<file path="src/pci_dac_pkg.sv">
// Shared constants for the dual-address-cycle PCI write sequencer.
// Contract
// - Local master requests with address, command, length.
// - Bus request asserts one cycle after local request.
// - Local grant asserts on bus grant and idle.
// - Request plus grant moves status to address loading.
// - Low address cycle drives frame, address, DAC.
// - Local master drops request after address loading.
// - Local master supplies high address during low cycle.
// - Burst counter loads length in first address cycle.
// - Bus request drops after frame without local request.
// - High address cycle drives address, command, transaction status.
// - Ready then first data: word taken strobe asserts.
// - Local ready asserts only when data available.
// - Wait cycle keeps taken strobe for word two.
// - First data phase asserts IRDY, drops taken strobe.
// - Frame held; IRDY and TRDY complete phases.
// - Each completed phase decrements counter, drives next word.
// - Ready last cycle keeps IRDY asserted.
// - Ready and TRDY last cycle assert taken strobe.
// - Local ready drops after final word presented.
// - Last data phase drops frame and taken strobe.
// - Turnaround releases bus, zeroes count, reports termination.
package pci_dac_pkg;
   localparam int ADDR_W = 32;            // Width of one address or data word.
   localparam int BE_W = 4;               // Width of command or byte enables.
   localparam int LEN_W = 11;             // Width of the burst length field.
   localparam int WORD_W = ADDR_W + BE_W; // Data plus byte enables.
   localparam int QUEUE_DEPTH = 4;        // Words staged inside the device.
   localparam int FIFO_DEPTH = 16;        // Words buffered at the local side.
   // Status codes on the local status output.
   localparam logic [3:0] STAT_IDLE = 4'h0;
   localparam logic [3:0] STAT_ADDR_LOAD = 4'h1;
   localparam logic [3:0] STAT_BUS_TRANS = 4'h2;
   localparam logic [3:0] STAT_BUS_TERM = 4'h3;
   // Termination reasons reported at the end of a transaction.
   localparam logic [1:0] END_NONE = 2'h0;
   localparam logic [1:0] END_NORMAL = 2'h1;
   // Bus commands used by the local master.
   localparam logic [3:0] CMD_DAC = 4'hd;
   localparam logic [3:0] CMD_MEM_WRITE = 4'h7;
endpackage : pci_dac_pkg

</file>
<file path="src/local_master_if.sv">
// Interface joining the local master logic to the PCI write sequencer.
`timescale 1ns/1ns
interface local_master_if;
   import pci_dac_pkg::*;
   logic local_req_32bit_n;                    // Transaction request.
   logic [ADDR_W-1:0] localAdIn;               // Address or data word.
   logic [BE_W-1:0] local_cmd_byte_en_in;      // Command or byte enables.
   logic [LEN_W-1:0] local_burst_len;          // Data words in the burst.
   logic local_ready_n;                        // Local master can supply.
   logic local_grant_n;                        // Bus request granted.
   logic [3:0] local_master_state;             // Sequencer status code.
   logic local_word_taken_n;                   // Word is being sampled.
   logic [1:0] local_end_reason;               // How the burst ended.
   logic [LEN_W-1:0] remaining_burst_count;    // Data phases still due.
   // The sequencer end of the link.
   modport device (
      input local_req_32bit_n, localAdIn, local_cmd_byte_en_in,
      input local_burst_len, local_ready_n,
      output local_grant_n, local_master_state, local_word_taken_n,
      output local_end_reason, remaining_burst_count
   );
   // The local master end of the link.
   modport master (
      output local_req_32bit_n, localAdIn, local_cmd_byte_en_in,
      output local_burst_len, local_ready_n,
      input local_grant_n, local_master_state, local_word_taken_n,
      input local_end_reason, remaining_burst_count
   );
endinterface : local_master_if

</file>
<file path="src/pci_dac_write_master.sv">
// PCI master sequencer for 32-bit dual-address-cycle burst writes.
`timescale 1ns/1ns
module pci_dac_write_master
   import pci_dac_pkg::*;
(
   input wire logic clock,
   input wire logic arst_n,
   local_master_if.device lm,
   output logic pciReqN,
   input wire logic pciGntN,
   input wire logic frameIn,
   output logic frameOut,
   output logic frameOe,
   input wire logic irdyIn,
   output logic irdyOut,
   output logic irdyOe,
   input wire logic trdyN,
   input wire logic [ADDR_W-1:0] adIn,
   output logic [ADDR_W-1:0] adOut,
   output logic adOe,
   input wire logic [BE_W-1:0] cbeIn,
   output logic [BE_W-1:0] cbeOut,
   output logic cbeOe
);
   typedef enum logic [2:0] {
      ST_IDLE, ST_REQ, ST_LOAD, ST_LOW, ST_HIGH, ST_WAIT, ST_DATA, ST_TURN
   } seq_state_type;
   seq_state_type state_reg;            // Transaction sequence.
   logic reqN_reg;                      // Bus request to the arbiter.
   logic grantN_reg;                    // Local grant indication.
   logic [3:0] status_reg;              // Local status code.
   logic [1:0] reason_reg;              // Termination reason.
   logic [ADDR_W-1:0] addrLo_reg;       // Latched low start address.
   logic [BE_W-1:0] cmd_reg;            // Latched bus command.
   logic [LEN_W-1:0] len_reg;           // Latched burst length.
   logic [LEN_W-1:0] count_reg;         // Data phases still due.
   logic [LEN_W-1:0] takeLeft_reg;      // Words still to take locally.
   logic takenN_reg;                    // Word taken strobe.
   logic [ADDR_W-1:0] ad_reg;           // Word driven on AD.
   logic [BE_W-1:0] cbe_reg;            // Value driven on C/BE#.
   logic busOe_reg;                     // AD and C/BE# driven.
   logic frameN_reg;                    // FRAME# level.
   logic frameOe_reg;                   // FRAME# driven.
   logic irdyN_reg;                     // IRDY# level.
   logic irdyOe_reg;                    // IRDY# driven.
   logic [WORD_W-1:0] queue [QUEUE_DEPTH]; // Words taken, not yet on AD.
   logic [1:0] wrPtr_reg;               // Queue write slot.
   logic [1:0] rdPtr_reg;               // Queue read slot.
   logic [2:0] qCount_reg;              // Queue fill level.
   logic push;                          // A local word is captured.
   logic phaseDone;                     // A data phase completes.
   logic loadWord;                      // Next queued word goes on AD.
   logic [LEN_W-1:0] takeAfter;         // Words left after this push.

   // A word counts only when the strobe and ready coincide.
   assign push = !takenN_reg && !lm.local_ready_n;
   // Both ready lines low completes a data phase.
   assign phaseDone = state_reg == ST_DATA && !irdyN_reg && !trdyN;
   // Load after a completed phase or while IRDY# waits for a word.
   assign loadWord = qCount_reg != 3'h0 && (state_reg == ST_WAIT ||
      (state_reg == ST_DATA &&
      (phaseDone ? count_reg != LEN_W'(1) : irdyN_reg)));
   assign takeAfter = push ? takeLeft_reg - 1'b1 : takeLeft_reg;

   assign pciReqN = reqN_reg;
   assign frameOut = frameN_reg;
   assign frameOe = frameOe_reg;
   assign irdyOut = irdyN_reg;
   assign irdyOe = irdyOe_reg;
   assign adOut = ad_reg;
   assign adOe = busOe_reg;
   assign cbeOut = cbe_reg;
   assign cbeOe = busOe_reg;
   assign lm.local_grant_n = grantN_reg;
   assign lm.local_master_state = status_reg;
   assign lm.local_word_taken_n = takenN_reg;
   assign lm.local_end_reason = reason_reg;
   assign lm.remaining_burst_count = count_reg;

   // Bus request follows the local request and ends once framed.
   always_ff @(posedge clock or negedge arst_n) begin
      if (!arst_n) begin
         reqN_reg <= 1'b1;
      end else if (state_reg == ST_IDLE && !lm.local_req_32bit_n) begin
         reqN_reg <= 1'b0;
      end else if (frameOe_reg && !frameN_reg && lm.local_req_32bit_n) begin
         reqN_reg <= 1'b1;
      end else if (state_reg == ST_TURN ||
         (state_reg == ST_REQ && lm.local_req_32bit_n)) begin
         reqN_reg <= 1'b1;
      end
   end

   // Local grant reflects a bus grant while the bus lies idle.
   always_ff @(posedge clock or negedge arst_n) begin
      if (!arst_n) begin
         grantN_reg <= 1'b1;
      end else begin
         grantN_reg <= !(state_reg == ST_REQ && !pciGntN && frameIn &&
            irdyIn);
      end
   end

   // Word taken strobe paces the local master.
   always_ff @(posedge clock or negedge arst_n) begin
      if (!arst_n) begin
         takenN_reg <= 1'b1;
      end else if (takeAfter == '0) begin
         takenN_reg <= 1'b1;
      end else if (state_reg == ST_LOW || state_reg == ST_HIGH) begin
         takenN_reg <= lm.local_ready_n;
      end else if (state_reg == ST_WAIT && !takenN_reg) begin
         takenN_reg <= 1'b1;
      end else if (state_reg == ST_WAIT || state_reg == ST_DATA) begin
         // Take after ready and TRDY#, or when the queue ran dry.
         takenN_reg <= !(!lm.local_ready_n &&
            (!trdyN || qCount_reg == 3'h0));
      end else begin
         takenN_reg <= 1'b1;
      end
   end

   // Queue storage is written without reset.
   always_ff @(posedge clock) begin
      if (push) begin
         queue[wrPtr_reg] <= {lm.local_cmd_byte_en_in, lm.localAdIn};
      end
   end

   // Queue pointers and the count of words still to take.
   always_ff @(posedge clock or negedge arst_n) begin
      if (!arst_n) begin
         wrPtr_reg <= '0;
         rdPtr_reg <= '0;
         qCount_reg <= '0;
         takeLeft_reg <= '0;
      end else begin
         if (push) begin
            wrPtr_reg <= wrPtr_reg + 1'b1;
         end
         if (loadWord) begin
            rdPtr_reg <= rdPtr_reg + 1'b1;
         end
         if (push && !loadWord) begin
            qCount_reg <= qCount_reg + 1'b1;
         end else if (loadWord && !push) begin
            qCount_reg <= qCount_reg - 1'b1;
         end
         if (state_reg == ST_LOAD) begin
            takeLeft_reg <= len_reg;
         end else begin
            takeLeft_reg <= takeAfter;
         end
      end
   end

   // Main sequence: addresses, data phases and bus release.
   always_ff @(posedge clock or negedge arst_n) begin
      if (!arst_n) begin
         state_reg <= ST_IDLE;
         status_reg <= STAT_IDLE;
         reason_reg <= END_NONE;
         addrLo_reg <= '0;
         cmd_reg <= '0;
         len_reg <= '0;
         count_reg <= '0;
         ad_reg <= '0;
         cbe_reg <= '0;
         busOe_reg <= 1'b0;
         frameN_reg <= 1'b1;
         frameOe_reg <= 1'b0;
         irdyN_reg <= 1'b1;
         irdyOe_reg <= 1'b0;
      end else begin
         case (state_reg)
            ST_IDLE: begin
               irdyOe_reg <= 1'b0;
               status_reg <= STAT_IDLE;
               if (!lm.local_req_32bit_n) begin
                  state_reg <= ST_REQ;
               end
            end
            ST_REQ: begin
               if (!grantN_reg && !lm.local_req_32bit_n) begin
                  // Latch the start parameters.
                  addrLo_reg <= lm.localAdIn;
                  cmd_reg <= lm.local_cmd_byte_en_in;
                  len_reg <= lm.local_burst_len;
                  reason_reg <= END_NONE;
                  status_reg <= STAT_ADDR_LOAD;
                  state_reg <= ST_LOAD;
               end else if (lm.local_req_32bit_n) begin
                  state_reg <= ST_IDLE;
               end
            end
            ST_LOAD: begin
               // Low address cycle with the DAC command.
               frameN_reg <= 1'b0;
               frameOe_reg <= 1'b1;
               ad_reg <= addrLo_reg;
               cbe_reg <= cmd_reg;
               busOe_reg <= 1'b1;
               irdyN_reg <= 1'b1;
               irdyOe_reg <= 1'b1;
               count_reg <= len_reg;
               state_reg <= ST_LOW;
            end
            ST_LOW: begin
               // High address cycle with the real command.
               ad_reg <= lm.localAdIn;
               cbe_reg <= lm.local_cmd_byte_en_in;
               status_reg <= STAT_BUS_TRANS;
               state_reg <= ST_HIGH;
            end
            ST_HIGH: begin
               state_reg <= ST_WAIT;
            end
            ST_WAIT: begin
               if (loadWord) begin
                  {cbe_reg, ad_reg} <= queue[rdPtr_reg];
                  irdyN_reg <= 1'b0;
                  frameN_reg <= count_reg == LEN_W'(1);
                  state_reg <= ST_DATA;
               end
            end
            ST_DATA: begin
               if (phaseDone) begin
                  count_reg <= count_reg - 1'b1;
               end
               if (phaseDone && count_reg == LEN_W'(1)) begin
                  // Release the bus and report the ending.
                  frameN_reg <= 1'b1;
                  frameOe_reg <= 1'b0;
                  busOe_reg <= 1'b0;
                  irdyN_reg <= 1'b1;
                  count_reg <= '0;
                  status_reg <= STAT_BUS_TERM;
                  reason_reg <= END_NORMAL;
                  state_reg <= ST_TURN;
               end else if (loadWord) begin
                  // Next word on AD; IRDY# stays asserted.
                  {cbe_reg, ad_reg} <= queue[rdPtr_reg];
                  irdyN_reg <= 1'b0;
                  frameN_reg <= (phaseDone ? count_reg - 1'b1 : count_reg)
                     == LEN_W'(1);
               end else if (phaseDone) begin
                  irdyN_reg <= 1'b1;
               end
            end
            default: begin
               // IRDY# is released one cycle after the turnaround.
               irdyOe_reg <= 1'b0;
               status_reg <= STAT_IDLE;
               state_reg <= ST_IDLE;
            end
         endcase
      end
   end
endmodule // pci_dac_write_master

</file>
<file path="src/flat_wrapper.sv">
// flat-port wrapper written by rule: the top's interface ports become plain ports
module pci_dac_write_master_flat import pci_dac_pkg::*;
  (clock, arst_n, pciReqN, pciGntN, frameIn, frameOut, frameOe, irdyIn, irdyOut, irdyOe, trdyN, adIn, adOut, adOe, cbeIn, cbeOut, cbeOe, lm_local_req_32bit_n, lm_localAdIn, lm_local_cmd_byte_en_in, lm_local_burst_len, lm_local_ready_n, lm_local_grant_n, lm_local_master_state, lm_local_word_taken_n, lm_local_end_reason, lm_remaining_burst_count);
  local_master_if lm_i ();
  input wire logic clock;
  input wire logic arst_n;
  output logic pciReqN;
  input wire logic pciGntN;
  input wire logic frameIn;
  output logic frameOut;
  output logic frameOe;
  input wire logic irdyIn;
  output logic irdyOut;
  output logic irdyOe;
  input wire logic trdyN;
  input wire logic [ADDR_W-1:0] adIn;
  output logic [ADDR_W-1:0] adOut;
  output logic adOe;
  input wire logic [BE_W-1:0] cbeIn;
  output logic [BE_W-1:0] cbeOut;
  output logic cbeOe;
  input wire logic [$bits(lm_i.local_req_32bit_n)-1:0] lm_local_req_32bit_n;
  input wire logic [$bits(lm_i.localAdIn)-1:0] lm_localAdIn;
  input wire logic [$bits(lm_i.local_cmd_byte_en_in)-1:0] lm_local_cmd_byte_en_in;
  input wire logic [$bits(lm_i.local_burst_len)-1:0] lm_local_burst_len;
  input wire logic [$bits(lm_i.local_ready_n)-1:0] lm_local_ready_n;
  output wire logic [$bits(lm_i.local_grant_n)-1:0] lm_local_grant_n;
  output wire logic [$bits(lm_i.local_master_state)-1:0] lm_local_master_state;
  output wire logic [$bits(lm_i.local_word_taken_n)-1:0] lm_local_word_taken_n;
  output wire logic [$bits(lm_i.local_end_reason)-1:0] lm_local_end_reason;
  output wire logic [$bits(lm_i.remaining_burst_count)-1:0] lm_remaining_burst_count;
  assign lm_i.local_req_32bit_n = lm_local_req_32bit_n;
  assign lm_i.localAdIn = lm_localAdIn;
  assign lm_i.local_cmd_byte_en_in = lm_local_cmd_byte_en_in;
  assign lm_i.local_burst_len = lm_local_burst_len;
  assign lm_i.local_ready_n = lm_local_ready_n;
  assign lm_local_grant_n = lm_i.local_grant_n;
  assign lm_local_master_state = lm_i.local_master_state;
  assign lm_local_word_taken_n = lm_i.local_word_taken_n;
  assign lm_local_end_reason = lm_i.local_end_reason;
  assign lm_remaining_burst_count = lm_i.remaining_burst_count;
  pci_dac_write_master u_core (.clock(clock), .arst_n(arst_n), .lm(lm_i), .pciReqN(pciReqN), .pciGntN(pciGntN), .frameIn(frameIn), .frameOut(frameOut), .frameOe(frameOe), .irdyIn(irdyIn), .irdyOut(irdyOut), .irdyOe(irdyOe), .trdyN(trdyN), .adIn(adIn), .adOut(adOut), .adOe(adOe), .cbeIn(cbeIn), .cbeOut(cbeOut), .cbeOe(cbeOe));
endmodule
</file>
<file path="config.mk">
export PLATFORM = sky130hd
export DESIGN_NAME = pci_dac_write_master_flat
export DESIGN_NICKNAME = d
export VERILOG_FILES = /design/src/pci_dac_pkg.sv /design/src/local_master_if.sv /design/src/pci_dac_write_master.sv /design/src/flat_wrapper.sv
export SDC_FILE = /design/constraint.sdc
export NUM_CORES = 1
export LEC_CHECK = 0
export ABC_CLOCK_PERIOD_IN_PS = 7700
export BUFFER_PORTS_ARGS = -buffer_cell sky130_fd_sc_hd__buf_4
export CAP_MARGIN = 40
export CORE_MARGIN = 4
export CORE_UTILIZATION = 40
export DETAILED_ROUTE_END_ITERATION = 12
export GPL_TIMING_DRIVEN = 0
export PLACE_DENSITY_LB_ADDON = 0.25
export SETUP_SLACK_MARGIN = 0.3
export SYNTH_ARGS = -nofsm -noshare
export SYNTH_HDL_FRONTEND = slang
export SYNTH_SLANG_ARGS = --single-unit
</file>
<file path="constraint.sdc">
create_clock -name clock -period 7.7 [get_ports clock]
set_input_delay 0.77 -clock clock [delete_from_list [all_inputs] [get_ports clock]]
set_output_delay 0.77 -clock clock [all_outputs]
set_load 0.01 [all_outputs]
</file>
[Word level (Yosys, flattened, before mapping)]
Memory sizes are Yosys's and may differ from the RTL's.
Cells that the tools add are included.
Word-level totals
  bits of input ports: 91
  register bits: 128
  memory bits (writable): 144
  output and inout port bits: 62
  memories: 1
Memories
  u_core.queue: depth 4, width 36, rd ports 1, clocked after Yosys merged registers in 0, write ports 1, RTL line pci_dac_write_master.sv:46  | logic [WORD_W-1:0] queue [QUEUE_DEPTH];
Cells by class
  $add $sub $neg: 6
  eq/ne operators: 18
  reductions and logical operators: 55
  bitwise logic cells: 1
  muxes and demuxes: 47
Operators by type and width (number)
  $pmux W32 S4: 1
  $mux W32: 2
  $mux W11: 4
  $pmux W4 S4: 2
  $eq A11 B1 Y1 const B: 2
  $pmux W11 S2: 1
  $sub A11 B1 Y11 const B: 2
  $mux W3: 7
  $pmux W3 S7: 1
  $logic_and A1 B1 Y1: 18
  $mux W1: 18
  $mux W4: 4
  $eq A3 B3 Y1 const B: 4
  $logic_not A1 Y1: 12
  $reduce_and A3 Y1: 4
  $logic_not A11 Y1: 1
  $ne A11 B1 Y1 const B: 1
  $reduce_bool A3 Y1: 3
  $ne A2 B2 Y1 const B: 4
  $eq A3 B2 Y1 const B: 2
  $logic_not A3 Y1: 2
  $pmux W1 S3: 2
  $reduce_and A2 Y1: 3
  $reduce_bool A2 Y1: 3
  other kinds (17): 24

[Logic depth before layout (Yosys ltp)]
  depth after elaboration: 10
  mapped depth: 11
  mapped depth without buffers: 11

[Least setup slack after synthesis]
OpenSTA, ideal clock, no wires.
  path kind: input to register
  from: input lm_local_ready_n
  to: memory u_core.queue[0][0] (netlist name), enable pin
  stages: 4
  setup time: 397 ps
  setup slack: 4992 ps
  buffers on the path: 2
  arrival: 2311 ps
  cells stage by stage: clkbuf_2 nor2_1 clkbuf_1 and2_1
On the way
  word-level cells in the longest chain between the ends: 4
Ends and longest elaborated chain
  start, declared: RTL line flat_wrapper.sv:26  | input wire logic [$bits(lm_i.local_ready_n)-1:0] lm_local_ready_n;
  $logic_not A1 Y1: RTL line pci_dac_write_master.sv:56  | assign push = !takenN_reg && !lm.local_ready_n;
  $logic_and A1 B1 Y1: RTL line pci_dac_write_master.sv:56
  via u_core.push: RTL line pci_dac_write_master.sv:50  | logic push;
  $mux W1: RTL line pci_dac_write_master.sv:125  | if (push) begin
  $mux W1 (not written as such): RTL line pci_dac_write_master.sv:126  | queue[wrPtr_reg] <= {lm.local_cmd_byte_en_in, lm.localAdIn};
  end, declared: RTL line pci_dac_write_master.sv:46
The timed path passes the listed nets, and every way through them passes these cells.

[Final worst setup path]
  from: register u_core.count_reg[7] (netlist: u_core.lm.remaining_burst_count[7])
  to: register u_core.qCount_reg[2]
On the way
  word-level cells in the longest chain between the ends: 8
Ends and longest elaborated chain
  start, declared: RTL line pci_dac_write_master.sv:36  | logic [LEN_W-1:0] count_reg;
  start signal, assigned: RTL line pci_dac_write_master.sv:205  | count_reg <= len_reg;
  start signal, assigned: RTL line pci_dac_write_master.sv:228  | count_reg <= count_reg - 1'b1;
  $ne A11 B1 Y1 (*): RTL line pci_dac_write_master.sv:62  | (phaseDone ? count_reg != LEN_W'(1) : irdyN_reg)));
  $mux W1 (*): RTL line pci_dac_write_master.sv:62
  $logic_and A1 B1 Y1 (*): RTL line pci_dac_write_master.sv:61  | (state_reg == ST_DATA &&
  $logic_or A1 B1 Y1 (*): RTL line pci_dac_write_master.sv:60  | assign loadWord = qCount_reg != 3'h0 && (state_reg == ST_WAIT ||
  $logic_and A1 B1 Y1 (*): RTL line pci_dac_write_master.sv:60
  $logic_not A1 Y1: RTL line pci_dac_write_master.sv:144  | if (push && !loadWord) begin
  $logic_and A1 B1 Y1: RTL line pci_dac_write_master.sv:144
  $mux W3 / $reduce_bool A2 Y1 (equally long branches)
  end signal, assigned: RTL line pci_dac_write_master.sv:145  | qCount_reg <= qCount_reg + 1'b1;
  end signal, assigned: RTL line pci_dac_write_master.sv:147  | qCount_reg <= qCount_reg - 1'b1;
  end, declared: RTL line pci_dac_write_master.sv:49  | logic [2:0] qCount_reg;
Mark *: on every way between the ends. The rest lies on a longest branch, timed or not.
A chain may end at the register's enable or synchronous reset.

==> out/qor.txt <==
Mapped Area: 12500 sq um
dpl cells: 1449
CTS Buf Count: 29
# resized after CTS: 0
first-pass GRT wire length: 49900 microns
Util after Layout: 48.6%
synth warn: 0
crit path DAT: 3.29 ns
Max clock buf depth: 3
Sequential Power Share: 34.3%
register-to-register setup slack: 4.88 ns
I/O pin count: 153
flip-flop count of the largest register after layout: 144
H-tree levels: 1
Setup violations, final: 0
Tightest Hold Check Type: input port to asynchronous set/reset pin
initial DRC count: 922
FF+latch area: 7460 sq um
Synth Flop Type: edfxtp_1
via count: 8456
layout cells sized above 1: 29.5%
largest net degree at the start of global routing: 81
CP Max Fanout: 9
critical path required time: 8.17 ns
DR WL/cell: 20.9 microns
Critical R2R Launch: u_core.lm.remaining_burst_count[7]$_DFFE_PN0P_
syn avg cell area: 13.3 sq um
CORE AREA: 30700 sq um
Core Rows: 64
CTS tree: built
# DRC: 0
GPL Wtd Cong: 0.831
top cell type's share of synthesized area: 34.7%
Initial Util: 40.6%
final hold violations: 0
Leakage Power: 5.99 nW
fin cells: 1504
distinct cell type count after synthesis: 68
Net Switching: 2.12 mW
relative slew slack: 42.5%
outcome: finished clean
Die Ht: 184 microns
Post-DP HPWL: 21300 microns
fin. max-slew vios: 0
Post-Synthesis Cells: 934
GR Overflow Total: 0
area of the multi-input gates: 4620 sq um
clock tree sinks: 269
DR pass1 iterations: 6
antenna violations before repair: 1
R2R depth: 10
Worst-Skew Late Latency: 0.57 ns
peak supply drop: 0.000220 V
wirelength, routed: 31500 microns
Top cell by count, worst path: xor2_1
Critical path destination: u_core.qCount_reg[2]$_DFFE_PN0P_
CTS clk-pin slew, worst paths: 0.06 ns
die width: 184 microns
WHS: 0.153 ns
clk root buf: clkbuf_16
unrepaired setup endpoints after global routing: false
synth top area cells: edfxtp_1 35%, dfrtp_1 24%, mux4_2 6.5%
# hold bufs at CTS: 0
path type of the worst setup path: flop to flop
Setup Buffers After CTS: 0
post-synthesis register bit count: 269
final setup TNS: 0 ns
Net Sw Frac: 36.3%
Max Freq: 0.355 GHz
Int Power: 3.72 mW
crit path launch type: flop
EDFF count, synth: 144
critical path's slowest cell: dfrtp_1
die area: 34000 sq um
vias in the first global route: 8549
Max Cap Viol: 0
slowest stage delay, CP: 0.48 ns
# port buffers: 112
antenna viol nets, final: 0
CP startpoint: u_core.lm.remaining_burst_count[7]$_DFFE_PN0P_
vias per cell: 5.62
measured slew at the worst slew-check pin: 0.857 ns
crit-path cells: nor4_4 > nand4_4 > a2bb2oi_1 > or2_2 > ha_1 > inv_1 > fa_1 > xor2_1 > nor2_1 > xor2_1
minimum clock period: 2.82 ns
P&R area growth vs syn: 19.6%
Final period util: 36.6%
clock group share of total power: 24.0%
post-synthesis async set-or-reset flop share: 46.5%
critical path endpoint category: flop
Total GRT Usage: 18.5%
nets@finish: 1184
sequential share of the synthesized area: 59.9%
Yosys top cell by area: edfxtp_1
fill count: 2684
pwr/cell area: 392 nW/um^2
R2R Path End: u_core.qCount_reg[2]$_DFFE_PN0P_
skew final: 0.0275 ns
Gate power share: 41.7%
## synthesized netlist by cell type (3+ instances only)
master / number
nand2b_1: 4
or4_1: 4
o31ai_1: 5
buf_1: 7
o2111ai_1: 3
inv_1: 12
mux2_4: 30
nor4_4: 3
ha_1: 8
nor3b_1: 5
mux2_2: 54
or3_1: 4
nor2b_1: 4
a22o_1: 3
a21oi_1: 90
a222oi_1: 35
nand4_1: 3
clkbuf_1: 36
buf_4: 5
a2bb2oi_1: 3
dfstp_2: 5
and2_1: 4
a21o_1: 3
dfrtp_1: 120
o22ai_1: 6
edfxtp_1: 144
nand3_1: 6
o21ai_0: 29
xor2_1: 8
nor2_1: 27
xnor2_1: 10
nor3_1: 13
nor4b_1: 3
buf_6: 7
nand2_1: 140
buf_2: 12
mux4_2: 36
## metal layers
metal	share of wire, %	track usage (%)
met3	5.5	2.72
met2	48	30.3
met4	1.5	3.93
met1	45	26.7
met5	0	0
## how the worst min path moves through the flow
stage | from | to | slack (ns) | cells past startpoint
after floorplan | u_core.qCount_reg[2]$_DFFE_PN0P_ | u_core.qCount_reg[2]$_DFFE_PN0P_ | 0.46 | 1
after detailed placement | u_core.lm.local_end_reason[0]$_DFFE_PN0P_ | u_core.lm.local_end_reason[0]$_DFFE_PN0P_ | 0.47 | 1
final | arst_n | u_core.takeLeft_reg[4]$_DFF_PN0_ | 0.15 | 1
after global placement | u_core.lm.local_end_reason[0]$_DFFE_PN0P_ | u_core.lm.local_end_reason[0]$_DFFE_PN0P_ | 0.47 | 1
after global routing | arst_n | u_core.addrLo_reg[2]$_DFFE_PN0P_ | 0.17 | 1
after CTS | arst_n | u_core.adOut[1]$_DFFE_PN0P_ | 0.16 | 1
## placed cells by master, fill, tap and decap left out, types with 6 or more instances in the layout
cell / instances
buf_2: 12
a21oi_1: 90
a222oi_1: 35
inv_1: 12
buf_1: 7
o22ai_1: 6
clkbuf_1: 42
mux4_2: 36
nand3_1: 6
buf_4: 116
xor2_1: 8
clkinv_1: 8
edfxtp_1: 144
nand2_1: 140
mux2_2: 54
buf_6: 8
clkinv_2: 6
mux2_4: 30
nor2_1: 27
clkbuf_16: 29
o21ai_0: 29
ha_1: 8
xnor2_1: 10
nor3_1: 13
dfrtp_1: 120
## area by class of cell
cell class              instances  area share [%]
plain buffers                  68            2.30
well taps                     396            3.33
clock inverters                19            1.37
clock buffers                  35            5.02
multi-input cells             585            31.0
repair buffers                117            6.54
inverters                      14           0.353
flip-flops and latches        269            50.1
diodes                          1          0.0168
## per-stage QoR
| step | area [sq um] | total power [mW] | setup WS [ns] |
|---|---|---|---|
| 2_1_floorplan | 12500 | 3.67 | 4.99 |
| 3_3_place_gp | 13800 | 4.41 | 3.97 |
| 3_5_place_dp | 13900 | 4.48 | 4.80 |
| 4_1_cts | 14900 | 5.89 | 4.87 |
| 5_1_grt | 14900 | 6.20 | 4.65 |
| 6_report | 14900 | 5.84 | 4.88 |
## cell families after synthesis
family                     share of synthesized area [%]
other                                             0.0301
DFF                                                 59.9
and+or+nand+nor                                     8.96
AOI/OAI and AO/OA                                   10.7
muxes                                               15.0
adders and majority gates                          0.964
buffers and inverters                               3.17
xor gates and xnor gates                            1.27
## power groups by stage
stage                     combinational (mW)  sequential (mW)  clock [mW]
after global routing                    2.67             2.04        1.50
after floorplan                         1.64             2.03           0
after detailed placement                2.45             2.03           0
after CTS                               2.46             2.00        1.43
final                                   2.44             2.00        1.40
after global placement                  2.39             2.03           0
## critical path: cells and delay by family (launching register included)
family	cells	cell delay (ns)
AOI/OAI and AO/OA	1	0.25
xor gates and xnor gates	2	0.30
buffers and inverters	1	0.07
DFF	1	0.48
adders and majority gates	2	0.62
and+or+nand+nor	4	1.02
No activity file was read; power rests on OpenSTA's default activity.
